File: config.mk
export PLATFORM = sky130hd
export DESIGN_NAME = tdxc_calib_regs
export DESIGN_NICKNAME = d
export VERILOG_FILES = /design/src/rtl/tdxc_calib_regs.v
export VERILOG_INCLUDE_DIRS = /design/src /design/src/rtl
export SDC_FILE = /design/constraint.sdc
export NUM_CORES = 1
export LEC_CHECK = 0
export BUFFER_PORTS_ARGS = -buffer_cell sky130_fd_sc_hd__clkbuf_2
export CORE_MARGIN = 3
export CORE_UTILIZATION = 40
export CTS_CLUSTER_DIAMETER = 40
export CTS_CLUSTER_SIZE = 20
export DETAILED_ROUTE_END_ITERATION = 16
export MAX_ROUTING_LAYER = met4
export PLACE_DENSITY = 0.62
export SETUP_SLACK_MARGIN = 0.5
export SLEW_MARGIN = 30
export SYNTH_ARGS = -nofsm -noshare
export SYNTH_HDL_FRONTEND = slang
export SYNTH_SLANG_ARGS = --single-unit
File: constraint.sdc
create_clock -name i_ref_clk -period 3.7 [get_ports i_ref_clk]
set_clock_uncertainty 0.05 [all_clocks]
set_input_delay 1.11 -clock i_ref_clk [delete_from_list [all_inputs] [get_ports i_ref_clk]]
set_output_delay 1.11 -clock i_ref_clk [all_outputs]
set_load 0.03 [all_outputs]
File: src/rtl/tdxc_regs.vh
// Register offsets, field positions and reset values for the de-alias and
// crosstalk calibration register slice. Definitions only.
`ifndef TDXC_REGS_VH
`define TDXC_REGS_VH

// Register addresses (8-bit register index of the control interface)
`define TDXC_ADDR_XTALK_I 8'h3D
`define TDXC_ADDR_XTALK_Q 8'h3E
`define TDXC_ADDR_CAL_CH2_LOW 8'h3F
`define TDXC_ADDR_DEALIAS_CTRL 8'h40
`define TDXC_ADDR_ILLUM_SCALE 8'h41
`define TDXC_ADDR_PHASE_OFS 8'h42

// Field positions
`define TDXC_LOW16_MSB 15
`define TDXC_TEMP_HI_MSB 23
`define TDXC_TEMP_HI_LSB 12
`define TDXC_TEMP_LO_MSB 11
`define TDXC_RSVD_TOP_BIT 23
`define TDXC_TWO_FREQ_BIT 22
`define TDXC_SECOND_FREQ_BIT 21
`define TDXC_INT_BETA_MSB 20
`define TDXC_INT_BETA_LSB 15
`define TDXC_INT_ALPHA_MSB 14
`define TDXC_INT_ALPHA_LSB 9
`define TDXC_RSVD_MID_MSB 8
`define TDXC_RSVD_MID_LSB 1
`define TDXC_DEALIAS_EN_BIT 0
`define TDXC_ILL_BETA_MSB 11
`define TDXC_ILL_BETA_LSB 6
`define TDXC_ILL_ALPHA_MSB 5
`define TDXC_ILL_ALPHA_LSB 0

// Reset values
`define TDXC_RST_ZERO 24'h00_0000
`define TDXC_RST_DEALIAS_CTRL 24'h20_21E0
`define TDXC_RST_ILLUM_SCALE 24'h00_0010
`define TDXC_RST_RSVD_MID 8'hF0

`endif

File: src/rtl/tdxc_calib_regs.v
// De-alias control and crosstalk calibration register slice (3Dh..42h).
// Assumes the control-interface front end presents decoded, same-clock
// 24-bit register write strobes and read addresses.
//
// How it works
// - Register 3Dh holds a 16-bit writable internal crosstalk in-phase value, upper byte reads 0.
// - Register 3Eh holds a 16-bit writable internal crosstalk quadrature value, upper byte reads 0.
// - Register 3Fh bits 23:12 hold the external sensor calibration temperature, channel 2 low.
// - Register 3Fh bits 11:0 hold the on-chip sensor calibration temperature, channel 2 low.
// - Register 41h bits 23:12 hold the on-chip sensor calibration temperature, channel 1 high.
// - Two-frequency phase reporting is on only when both 40h bit 22 and the de-alias enable are 1.
// - While two-frequency reporting runs, a flag shows which frequency the phase belongs to.
// - Register 40h bit 21 picks the second frequency, 0 for 10x6/7 and 1 for 10x6/5 MHz.
// - Register 40h bits 20:15 and 14:9 give internal crosstalk beta and alpha in sixteenths.
// - Register 41h bits 11:6 and 5:0 give illumination crosstalk beta and alpha in sixteenths.
// - Register 40h bit 0 selects de-alias measurement mode, reset 0.
// - Register 42h bits 15:0 hold a 16-bit phase offset for channel 0 low, upper byte reserved.
`timescale 1ns/1ps
`default_nettype none
`include "tdxc_regs.vh"

module tdxc_calib_regs (
   // Clock and reset
   input wire i_ref_clk,
   input wire i_srst,
   // Register access from the control interface
   input wire i_wr_en,
   input wire [7:0] i_wr_addr,
   input wire [23:0] i_wr_data,
   input wire [7:0] i_rd_addr,
   output reg [23:0] o_rd_data,
   output reg o_rd_hit,
   // Frame timing from the phase datapath
   input wire i_frame_done,
   // Fields to the phase datapath
   output reg [15:0] o_internal_xtalk_i,
   output reg [15:0] o_internal_xtalk_q,
   output reg [11:0] o_ext_sensor_cal_temp_ch2_low,
   output reg [11:0] o_chip_sensor_cal_temp_ch2_low,
   output reg [11:0] o_chip_sensor_cal_temp_ch1_high,
   output reg [15:0] o_phase_offset_ch0_low,
   output reg [5:0] o_internal_xtalk_beta,
   output reg [5:0] o_internal_xtalk_alpha,
   output reg [5:0] o_illum_xtalk_beta,
   output reg [5:0] o_illum_xtalk_alpha,
   output reg o_dealias_measure_enable,
   output reg o_second_freq_select,
   output reg o_two_freq_active,
   output reg o_mod_frequency_flag
);

   // Stored register words; reserved bits are kept as storage where writable
   reg [23:0] xtalk_i;
   reg [23:0] xtalk_q;
   reg [23:0] cal_ch2_low;
   reg [23:0] dealias_ctrl;
   reg [23:0] illum_scale;
   reg [23:0] phase_ofs;
   reg two_freq_phase_enable;

   wire next_two_freq_active;
   wire [23:0] zero_word;

   assign zero_word = `TDXC_RST_ZERO;

   // Each register only changes on a write to its own address
   always @(posedge i_ref_clk) begin
      if (i_srst) begin
         xtalk_i <= `TDXC_RST_ZERO;
         xtalk_q <= `TDXC_RST_ZERO;
         cal_ch2_low <= `TDXC_RST_ZERO;
         dealias_ctrl <= `TDXC_RST_DEALIAS_CTRL;
         illum_scale <= `TDXC_RST_ILLUM_SCALE;
         phase_ofs <= `TDXC_RST_ZERO;
      end else if (i_wr_en) begin
         case (i_wr_addr)
            `TDXC_ADDR_XTALK_I: begin
               // Upper byte is read-only zero
               xtalk_i <= {8'h00, i_wr_data[`TDXC_LOW16_MSB:0]};
            end
            `TDXC_ADDR_XTALK_Q: begin
               xtalk_q <= {8'h00, i_wr_data[`TDXC_LOW16_MSB:0]};
            end
            `TDXC_ADDR_CAL_CH2_LOW: begin
               cal_ch2_low <= i_wr_data;
            end
            `TDXC_ADDR_DEALIAS_CTRL: begin
               // Reserved bits stored as written; software keeps them at F0h/0
               dealias_ctrl <= i_wr_data;
            end
            `TDXC_ADDR_ILLUM_SCALE: begin
               illum_scale <= i_wr_data;
            end
            `TDXC_ADDR_PHASE_OFS: begin
               // Reserved upper byte is writable storage, like its neighbours
               phase_ofs <= i_wr_data;
            end
            default: begin
               xtalk_i <= xtalk_i;
            end
         endcase
      end
   end

   // Read-back mux, registered; unmapped addresses read zero with no hit
   always @(posedge i_ref_clk) begin
      if (i_srst) begin
         o_rd_data <= `TDXC_RST_ZERO;
         o_rd_hit <= 1'b0;
      end else begin
         o_rd_hit <= 1'b1;
         case (i_rd_addr)
            `TDXC_ADDR_XTALK_I: o_rd_data <= xtalk_i;
            `TDXC_ADDR_XTALK_Q: o_rd_data <= xtalk_q;
            `TDXC_ADDR_CAL_CH2_LOW: o_rd_data <= cal_ch2_low;
            `TDXC_ADDR_DEALIAS_CTRL: o_rd_data <= dealias_ctrl;
            `TDXC_ADDR_ILLUM_SCALE: o_rd_data <= illum_scale;
            `TDXC_ADDR_PHASE_OFS: o_rd_data <= phase_ofs;
            default: begin
               o_rd_data <= zero_word;
               o_rd_hit <= 1'b0;
            end
         endcase
      end
   end

   // Field outputs, one flop stage behind storage so outputs come from flops
   always @(posedge i_ref_clk) begin
      if (i_srst) begin
         o_internal_xtalk_i <= 16'h0000;
         o_internal_xtalk_q <= 16'h0000;
         o_ext_sensor_cal_temp_ch2_low <= 12'h000;
         o_chip_sensor_cal_temp_ch2_low <= 12'h000;
         o_chip_sensor_cal_temp_ch1_high <= 12'h000;
         o_phase_offset_ch0_low <= 16'h0000;
         o_internal_xtalk_beta <= 6'h00;
         o_internal_xtalk_alpha <= 6'h10;
         o_illum_xtalk_beta <= 6'h00;
         o_illum_xtalk_alpha <= 6'h10;
         o_dealias_measure_enable <= 1'b0;
         o_second_freq_select <= 1'b1;
         two_freq_phase_enable <= 1'b0;
      end else begin
         o_internal_xtalk_i <= xtalk_i[`TDXC_LOW16_MSB:0];
         o_internal_xtalk_q <= xtalk_q[`TDXC_LOW16_MSB:0];
         o_ext_sensor_cal_temp_ch2_low <= cal_ch2_low[`TDXC_TEMP_HI_MSB:`TDXC_TEMP_HI_LSB];
         o_chip_sensor_cal_temp_ch2_low <= cal_ch2_low[`TDXC_TEMP_LO_MSB:0];
         o_chip_sensor_cal_temp_ch1_high <= illum_scale[`TDXC_TEMP_HI_MSB:`TDXC_TEMP_HI_LSB];
         o_phase_offset_ch0_low <= phase_ofs[`TDXC_LOW16_MSB:0];
         // Scale codes pass raw; the datapath divides by 16 with a 4-bit shift
         o_internal_xtalk_beta <= dealias_ctrl[`TDXC_INT_BETA_MSB:`TDXC_INT_BETA_LSB];
         o_internal_xtalk_alpha <= dealias_ctrl[`TDXC_INT_ALPHA_MSB:`TDXC_INT_ALPHA_LSB];
         o_illum_xtalk_beta <= illum_scale[`TDXC_ILL_BETA_MSB:`TDXC_ILL_BETA_LSB];
         o_illum_xtalk_alpha <= illum_scale[`TDXC_ILL_ALPHA_MSB:`TDXC_ILL_ALPHA_LSB];
         o_dealias_measure_enable <= dealias_ctrl[`TDXC_DEALIAS_EN_BIT];
         o_second_freq_select <= dealias_ctrl[`TDXC_SECOND_FREQ_BIT];
         two_freq_phase_enable <= dealias_ctrl[`TDXC_TWO_FREQ_BIT];
      end
   end

   // Both enables needed; otherwise only the base frequency is reported
   assign next_two_freq_active = two_freq_phase_enable & o_dealias_measure_enable;

   // Frequency tag: toggles each finished frame while alternating,
   // held at base frequency (0) otherwise so a restart begins on 10 MHz
   always @(posedge i_ref_clk) begin
      if (i_srst) begin
         o_two_freq_active <= 1'b0;
         o_mod_frequency_flag <= 1'b0;
      end else begin
         o_two_freq_active <= next_two_freq_active;
         if (!next_two_freq_active) begin
            o_mod_frequency_flag <= 1'b0;
         end else if (i_frame_done) begin
            o_mod_frequency_flag <= ~o_mod_frequency_flag;
         end
      end
   end

endmodule // tdxc_calib_regs
`default_nettype wire

* After elaboration in Yosys (flattened, before gate mapping) *
Cells that the tools add are included.

operators by class
  reduce and logical (&&, ||, !) cells = 8
  bitwise gates (word level) = 3
  multiplexer cells = 2
  equal/unequal tests = 12

operators by type and width
  cell                                                                    count
  24-bit one-hot mux with 6 select lines                                  1
  8-bit by 6-bit equality test with 1-bit output (second input constant)  6
  8-bit by 7-bit equality test with 1-bit output (second input constant)  6
  2-bit AND reduction                                                     6
  6-bit OR reduction                                                      1
  1-bit NOT                                                               2
  2-bit OR reduction                                                      1
  1-bit AND                                                               1
  1-bit 2-to-1 mux                                                        1

storage, ports and cells
  input port bits = 44
  logic and storage cells = 48
  flip-flop bits (word level) = 266
  output and inout port bits = 137

* Depth between registers and ports, before layout *
Gate-level depths: netlist of run 1.

  word-level depth = 3
  depth in mapped cells = 6
  gate-level depth less buffers = 4

* Worst setup path before layout of run 1 *
No wires, ideal clock.

  kind = input to register
  from = input i_wr_addr[2]
  to = register dealias_ctrl[13]
  stages on the path = 6
  arrival = 2539 ps
  path buffers = 2
  required time = 3528 ps
  slack = 989 ps
  library setup time = 122 ps
  path through = or4_4 > or4_1 > buf_2 > buf_6 > nand2_1 > nand3b_1

on the way
  longest elaborated chain between the ends = 2

ends and longest elaborated chain
  element                                         RTL line              source
  start, declared                                 tdxc_calib_regs.v:28  input wire [7:0] i_wr_addr,
  8-bit by 7-bit equality test with 1-bit output  tdxc_calib_regs.v:76  case (i_wr_addr)
  2-bit AND reduction (no line)                   -
  end signal, assigned                            tdxc_calib_regs.v:72  dealias_ctrl <= `TDXC_RST_DEALIAS_CTRL;
  end signal, assigned                            tdxc_calib_regs.v:89  dealias_ctrl <= i_wr_data;
  end, declared                                   tdxc_calib_regs.v:56  reg [23:0] dealias_ctrl;

Every way passes these cells.
A chain may end at the register's enable or synchronous reset.

* Worst setup path in the final report of run 1 *
  from = input i_wr_addr[2]
  to = register dealias_ctrl[9]

Same word-level chain as after synthesis.

==> results of run 1 <==
-- logic make-up after synthesis --
| family | Yosys count |
|---|---|
| AO/OA/AOI/OAI | 163 |
| flip-flops | 266 |
| AND/OR/NAND/NOR | 358 |
| buffers and inverters | 66 |
| multiplexers | 64 |
| XOR/XNOR | 1 |
-- stage by stage --
step,std cells,area (sq um),power (uW),hold WS [ns]
finish,1391,11400,6360,0.401
global route,1391,11400,6580,0.423
CTS,1391,11400,6420,0.402
detailed placement,1331,10200,3080,0.395
global placement,1331,10200,3080,0.388
floorplan,918,9080,3000,0.377
-- final cells by class --
| cell class | instances | area (sq um) | area share, % |
|---|---|---|---|
| Multi-Input combinational cell | 586 | 3500 | 30.7 |
| Clock buffer | 43 | 926 | 8.12 |
| Inverter | 1 | 3.75 | 0.0329 |
| Sequential cell | 266 | 5330 | 46.7 |
| Timing Repair Buffer | 198 | 1070 | 9.36 |
| Tap cell | 280 | 350 | 3.07 |
| Clock inverter | 17 | 236 | 2.07 |
-- worst paths after layout --
check                     start              end  slack (ns)  cells after the start
setup reg to reg     xtalk_i[7]     o_rd_data[7]        2.68                      3
hold / removal    phase_ofs[17]    phase_ofs[17]        0.40                      2
setup / recovery   i_wr_addr[2]  dealias_ctrl[9]        1.25                      6
hold reg to reg   phase_ofs[17]    phase_ofs[17]        0.40                      2
-- power by group --
group          switching [uW]  internal (uW)  leakage, uW
clock                    1200           2140     0.000562
combinational             109           40.9      0.00197
sequential               1.55           2870      0.00214
total                    1310           5040      0.00467
-- cell usage after synthesis, drive strengths merged --
| cell type | n |
|---|---|
| a211o | 1 |
| a21oi | 81 |
| a221o | 1 |
| a22oi | 56 |
| and2 | 3 |
| and3 | 2 |
| and4 | 2 |
| buf | 17 |
| clkbuf | 48 |
| dfxtp | 266 |
| inv | 1 |
| mux2i | 64 |
| nand2 | 145 |
| nand3 | 4 |
| nand3b | 7 |
| nand4 | 2 |
| nor2 | 67 |
| nor2b | 113 |
| nor3 | 1 |
| nor3b | 2 |
| nor4 | 2 |
| nor4b | 1 |
| nor4bb | 2 |
| o22a | 16 |
| o2bb2ai | 8 |
| or2 | 3 |
| or4 | 2 |
| xnor2 | 1 |
-- tightest hold or removal path, cell delays in order, from the launching register on --
cell and delay [ns]:
dfxtp_1 0.31, nand2_1 0.05, a21oi_1 0.05
-- state kept, by name, indices dropped and copies added (netlist names), 6 cells and up --
name                             count
o_internal_xtalk_beta                6
o_chip_sensor_cal_temp_ch2_low      12
o_chip_sensor_cal_temp_ch1_high     12
o_internal_xtalk_i                  16
illum_scale                         24
o_illum_xtalk_beta                   6
o_phase_offset_ch0_low              16
xtalk_i                             16
o_ext_sensor_cal_temp_ch2_low       12
dealias_ctrl                        24
cal_ch2_low                         24
o_internal_xtalk_alpha               6
o_rd_data                           24
o_internal_xtalk_q                  16
xtalk_q                             16
o_illum_xtalk_alpha                  6
phase_ofs                           24
-- per-layer routing --
metal / track usage, % / share of wire [%] / vias to the layer above
met5: - / 0 / -
met4: 5.46 / 2.1 / 0
met3: 4.23 / 6.2 / 35
met2: 31.1 / 47 / 216
met1: 26.5 / 44 / 3296
li1: - / - / 3435
-- cell usage in the layout, fill, tap and decap left out, types with 16 or more instances in the layout --
cell,count
nand2_1,145
nor2_1,67
dfxtp_1,266
clkbuf_2,179
a21oi_1,81
buf_4,16
mux2i_1,64
nor2b_1,111
clkbuf_16,35
a22oi_1,56
o22a_1,16
==> impl_metrics.csv, run 1 <==
group,metric,value,unit
outcome,status,"finished clean",
logic_synthesis,synth_area,0.00908,sq mm
logic_synthesis,synth.distinct_cells,32,
run,drv_cap,0,
cells_and_area,drive_above_1_share,23.8,%
floorplan,start_util,41.2,%
logic_synthesis,yosys.area.top_type,"dfxtp_1",
setup_path,crit_chain,"clkbuf_2 > or4_4 > or4_1 > buf_4 > nand2_1 > a21oi_1",
clocking,numCtsBuffers,34,
place,post-dp-hpwl,15.4,mm
place,dpl_worst_slack,0.768,ns
pwr,p_leak,0.00467,uW
sta,max_slew.worst_pin.slew,0.875,ns
sta,drv_slew,0,
clocking,cts-root-buf,"clkbuf_16",
sta,fin_crit_sh,66.1,%
clocking,clk_latency,0.50,ns
pwr,peakVddDrop,0.000304,V
global_route,overflow,0,
setup_path,cp.arrival,2.72,ns
floorplan,io_pins,181,
setup_path,critPathLaunchType,"input port",
clocking,clkTransAtPathRegs,0.05,ns
logic_synthesis,synth_fa_ha_area_share,0,%
setup_path,path_buf_inv,2,
min_path,worst_hold_path_type,"flop to flop",
setup_path,critPathMaxFanout,24,
drt,route.vias.total,6982,
pwr,powerDensity,557,mW/mm^2
setup_path,crit_required,3.98,ns
cells_and_area,nFillCells,2064,
drt,drt-initial-drc-count,389,
cells_and_area,fin_util,51.8,%
clocking,ctsHoldBuffers,0,
setup_path,crit_path_end_kind,"flop",
sta,fmax,0.409,GHz
floorplan,die_area,0.0245,sq mm
drt,wire_per_inst,17.3,um
floorplan,num_rows,54,
setup_path,critPathMaxStageDelay,0.60,ns
floorplan,die_w,157,um
global_route,globalRouteTotalUtil,20.0,%
cells_and_area,nNetsFinal,1131,
logic_synthesis,synthTopCellsByArea,"dfxtp_1 59%, nor2b_1 7.8%, mux2i_1 7.1%",
clocking,cts_resized,0,
sta,rsz0062_at_grt,"false",
logic_synthesis,syn_nets,962,
drt,antenna_left,0,
floorplan,coreArea,0.0220,sq mm
cells_and_area,num_antenna_cells,0,
drt,dr.pass1.iters,5,
logic_synthesis,synth-seq-cells,266,
floorplan,die-height,157,um
cells_and_area,area_growth,25.7,%
global_route,antenna_found_initial,0,
place,numPortBuffers,180,
logic_synthesis,synthMuxAreaShare,7.06,%
global_route,first_global_vias,6798,
sta,finalSetupViolations,0,
logic_synthesis,synth_compound_area_share,11.6,%
setup_path,cp_top_family,"simple AND/OR/NAND/NOR gates",
logic_synthesis,ys_warn_count,0,
logic_synthesis,ys_seq_area_share,58.7,%
global_route,grt_pass1_wl,37.6,mm
logic_synthesis,synth_top_family_by_area,"simple AND/OR/NAND/NOR gates",
clocking,clock_sinks,266,
sta,tns,0,ns
clocking,post-cts-setup-buffers,0,
sta,hold_violations,0,
logic_synthesis,syn_area_per_cell,9.89,sq um
setup_path,cp_slowest_cell,"or4_4",
sta,fin_crit,2.45,ns
drt,vias_per_cell,5.02,
drt,drc,0,
logic_synthesis,synth-xor-area-share,0.0965,%
global_route,grt_max_degree,91,
sta,relSlewSlack,41.7,%
logic_synthesis,synth-simple-area-share,19.5,%
place,finalWeightedCongestion,0.796,
clocking,htree_levels,2,
drt,routed_wirelength,24.1,mm
setup_path,crit_type,"input port to flop",
sta,finalWorstSetupSlack,1.25,ns
clocking,ctsLongestPathBuffers,3,
logic_synthesis,yosysTopAreaCellShare,58.7,%
clocking,cts_tree,"done",
logic_synthesis,syn_inst,918,
Note: power is estimated with default switching activity, not from simulation.
==> inputs of run 2 (changes only) <==
- ABC_AREA: not set -> 1
- PLACE_DENSITY: 0.62 -> 0.64
- clock period: 3.7 -> 2.2 ns (I/O delays scaled with it)
==> impl_metrics.csv, run 2 <==
group,metric,value,unit
drt,wire_per_inst,15.9,um
clocking,clkTransAtPathRegs,0.06,ns
logic_synthesis,ys_seq_area_share,55.5,%
drt,dr.pass1.iters,5,
drt,drt-initial-drc-count,622,
logic_synthesis,ys_warn_count,0,
logic_synthesis,synth-async-reset-ratio,0,%
drt,routed_wirelength,27.9,mm
sta,fmax,0.591,GHz
global_route,grt_max_degree,76,
logic_synthesis,yosysTopAreaCellShare,55.5,%
floorplan,num_rows,56,
logic_synthesis,yosysMostFrequentCell,"nor2_1",
drt,route.vias.total,8325,
clocking,cts_tree,"done",
sta,relSlewSlack,70.9,%
logic_synthesis,yosys-top-cells-count,"320 x nor2_1, 266 x dfxtp_1, 155 x inv_1",
drt,antenna_left,0,
sta,drv_slew,0,
clocking,cts-root-buf,"clkbuf_16",
logic_synthesis,syn_area_per_cell,7.85,sq um
cells_and_area,num_antenna_cells,0,
clocking,ctsHoldBuffers,0,
sta,hold_violations,0,
sta,max_slew.worst_pin.slew,0.436,ns
clocking,numCtsBuffers,35,
place,post-dp-hpwl,18.2,mm
setup_path,cp.arrival,0.98,ns
floorplan,io_pins,181,
cells_and_area,nNetsFinal,1451,
pwr,peakVddDrop,0.000471,V
cells_and_area,area_growth,41.5,%
global_route,first_global_vias,8386,
pwr,powerDensity,837,mW/mm^2
floorplan,coreArea,0.0235,sq mm
setup_path,path_buf_inv,1,
cells_and_area,fin_cells,1752,
logic_synthesis,syn_inst,1222,
floorplan,die_area,0.0259,sq mm
clocking,clk_latency,0.51,ns
setup_path,cp_slowest_cell,"dfxtp_2",
run,drv_cap,0,
outcome,status,"finished clean",
place,finalWeightedCongestion,0.881,
clocking,htree_levels,2,
global_route,globalRouteTotalUtil,22.1,%
logic_synthesis,synthTopCellsByArea,"dfxtp_1 56%, nor2_1 13%, nand3_1 6.8%",
cells_and_area,fin_util,57.6,%
logic_synthesis,synth-edff-count,0,
floorplan,die-height,161,um
min_path,worst_hold_path_type,"input port to flop",
sta,tns,0,ns
place,dp.cells,1688,
logic_synthesis,synth.distinct_cells,28,
setup_path,crit_type,"flop to output pin",
sta,fin_crit,1.69,ns
setup_path,crit_required,1.49,ns
drt,drc,0,
global_route,antenna_found_initial,0,
logic_synthesis,yosys.area.top_type,"dfxtp_1",
sta,hold_ws,0.363,ns
setup_path,critPathMaxFanout,1,
setup_path,critPathLaunchType,"flop",
sta,finalSetupViolations,0,
place,numPortBuffers,180,
global_route,overflow,0,
drt,vias_per_cell,4.75,
setup_path,crit_path_end_kind,"output pin",
sta,rsz0062_at_grt,"true",
floorplan,start_util,40.7,%
sta,finalWorstSetupSlack,0.508,ns
setup_path,crit_chain,"buf_8",
logic_synthesis,syn_nets,1266,
floorplan,die_w,161,um
setup_path,cp_top_family,"flip-flops",
logic_synthesis,synth_ff_type,"dfxtp_1",
clocking,clock_sinks,266,
global_route,grt_pass1_wl,45.0,mm
logic_synthesis,synth-seq-cells,266,
clocking,ctsLongestPathBuffers,3,
cells_and_area,mostFrequentLayoutCells,"319 x nor2_1, 154 x inv_1, 153 x dfxtp_1, 130 x nand3_1, 112 x dfxtp_2",
place,dpl_worst_slack,0.135,ns
pwr,p_leak,0.00559,uW
logic_synthesis,synth_area,0.00959,sq mm
sta,fin_crit_sh,76.9,%
setup_path,critPathMaxStageDelay,0.35,ns
cells_and_area,drive_above_1_share,30.1,%
cells_and_area,final_common_cell,"nor2_1",
cells_and_area,nFillCells,2131,
run 2: changes by cell type after synthesis, moves of 56 or more:
| cell | change |
|---|---|
| nand3_1 | +126 |
| o21ai_0 | +101 |
| nor2b_1 | -113 |
| mux2i_1 | -64 |
| a22oi_1 | -56 |
| nand2_1 | -76 |
| inv_1 | +154 |
| nor2_1 | +253 |
run 2: routing by layer:
metal  share of wire [%]  GRT usage, %  wire length (um)
met1                  46          30.0             12900
met2                  45          33.8             12700
met3                 6.8          5.11              1910
met4                 1.6          5.36               460
met5                   0             -                 0
run 2: kinds of logic after synthesis:
| kind of cell | after synthesis | share of synthesized area, % |
|---|---|---|
| xor gates and xnor gates | 1 | 0.0914 |
| buffers and inverters | 229 | 10.2 |
| and+or+nand+nor | 557 | 25.3 |
| DFF | 266 | 55.5 |
| AOI/OAI and AO/OA | 169 | 8.82 |
run 2: area by class of cell:
cell class	instances	area, sq um	share of cell area (%)
tap	319	399	2.94
multi-input combinational	727	3300	24.3
clock inverter	20	328	2.42
sequential	266	5470	40.3
timing repair buffer	216	2520	18.6
clock buffer	43	948	6.99
inverter	161	606	4.46
run 2: path summary, 6_finish.rpt:
kind	from	slack, ns	endpoint	cells after the start
hold / removal	i_wr_data[21]	0.36	dealias_ctrl[21]	3
setup reg to reg	phase_ofs[12]	1.25	o_rd_data[12]	4
setup / recovery	o_phase_offset_ch0_low[12]	0.51	o_phase_offset_ch0_low[12]	1
hold reg to reg	cal_ch2_low[18]	0.38	o_ext_sensor_cal_temp_ch2_low[6]	2
run 2: repair_timing:
action | CTS | global route
endpoints found under the setup margin | 137 | 125
buffers inserted | 1 | 0
gates resized for setup | 342 | 156
gates cloned | 0 | 0
run 2: through the flow:
stage	power [uW]	area, sq um
final	11400	13600
after global routing	11700	13600
after CTS	11400	13400
after detailed placement	5260	10900
after global placement	5260	10900
after floorplan	5110	9590
run 2: report_power, final:
part | switching, uW | internal [uW] | leakage (uW)
registers | 5.33 | 4820 | 0.00220
logic | 238 | 97.1 | 0.00277
clock network | 2230 | 3960 | 0.000624
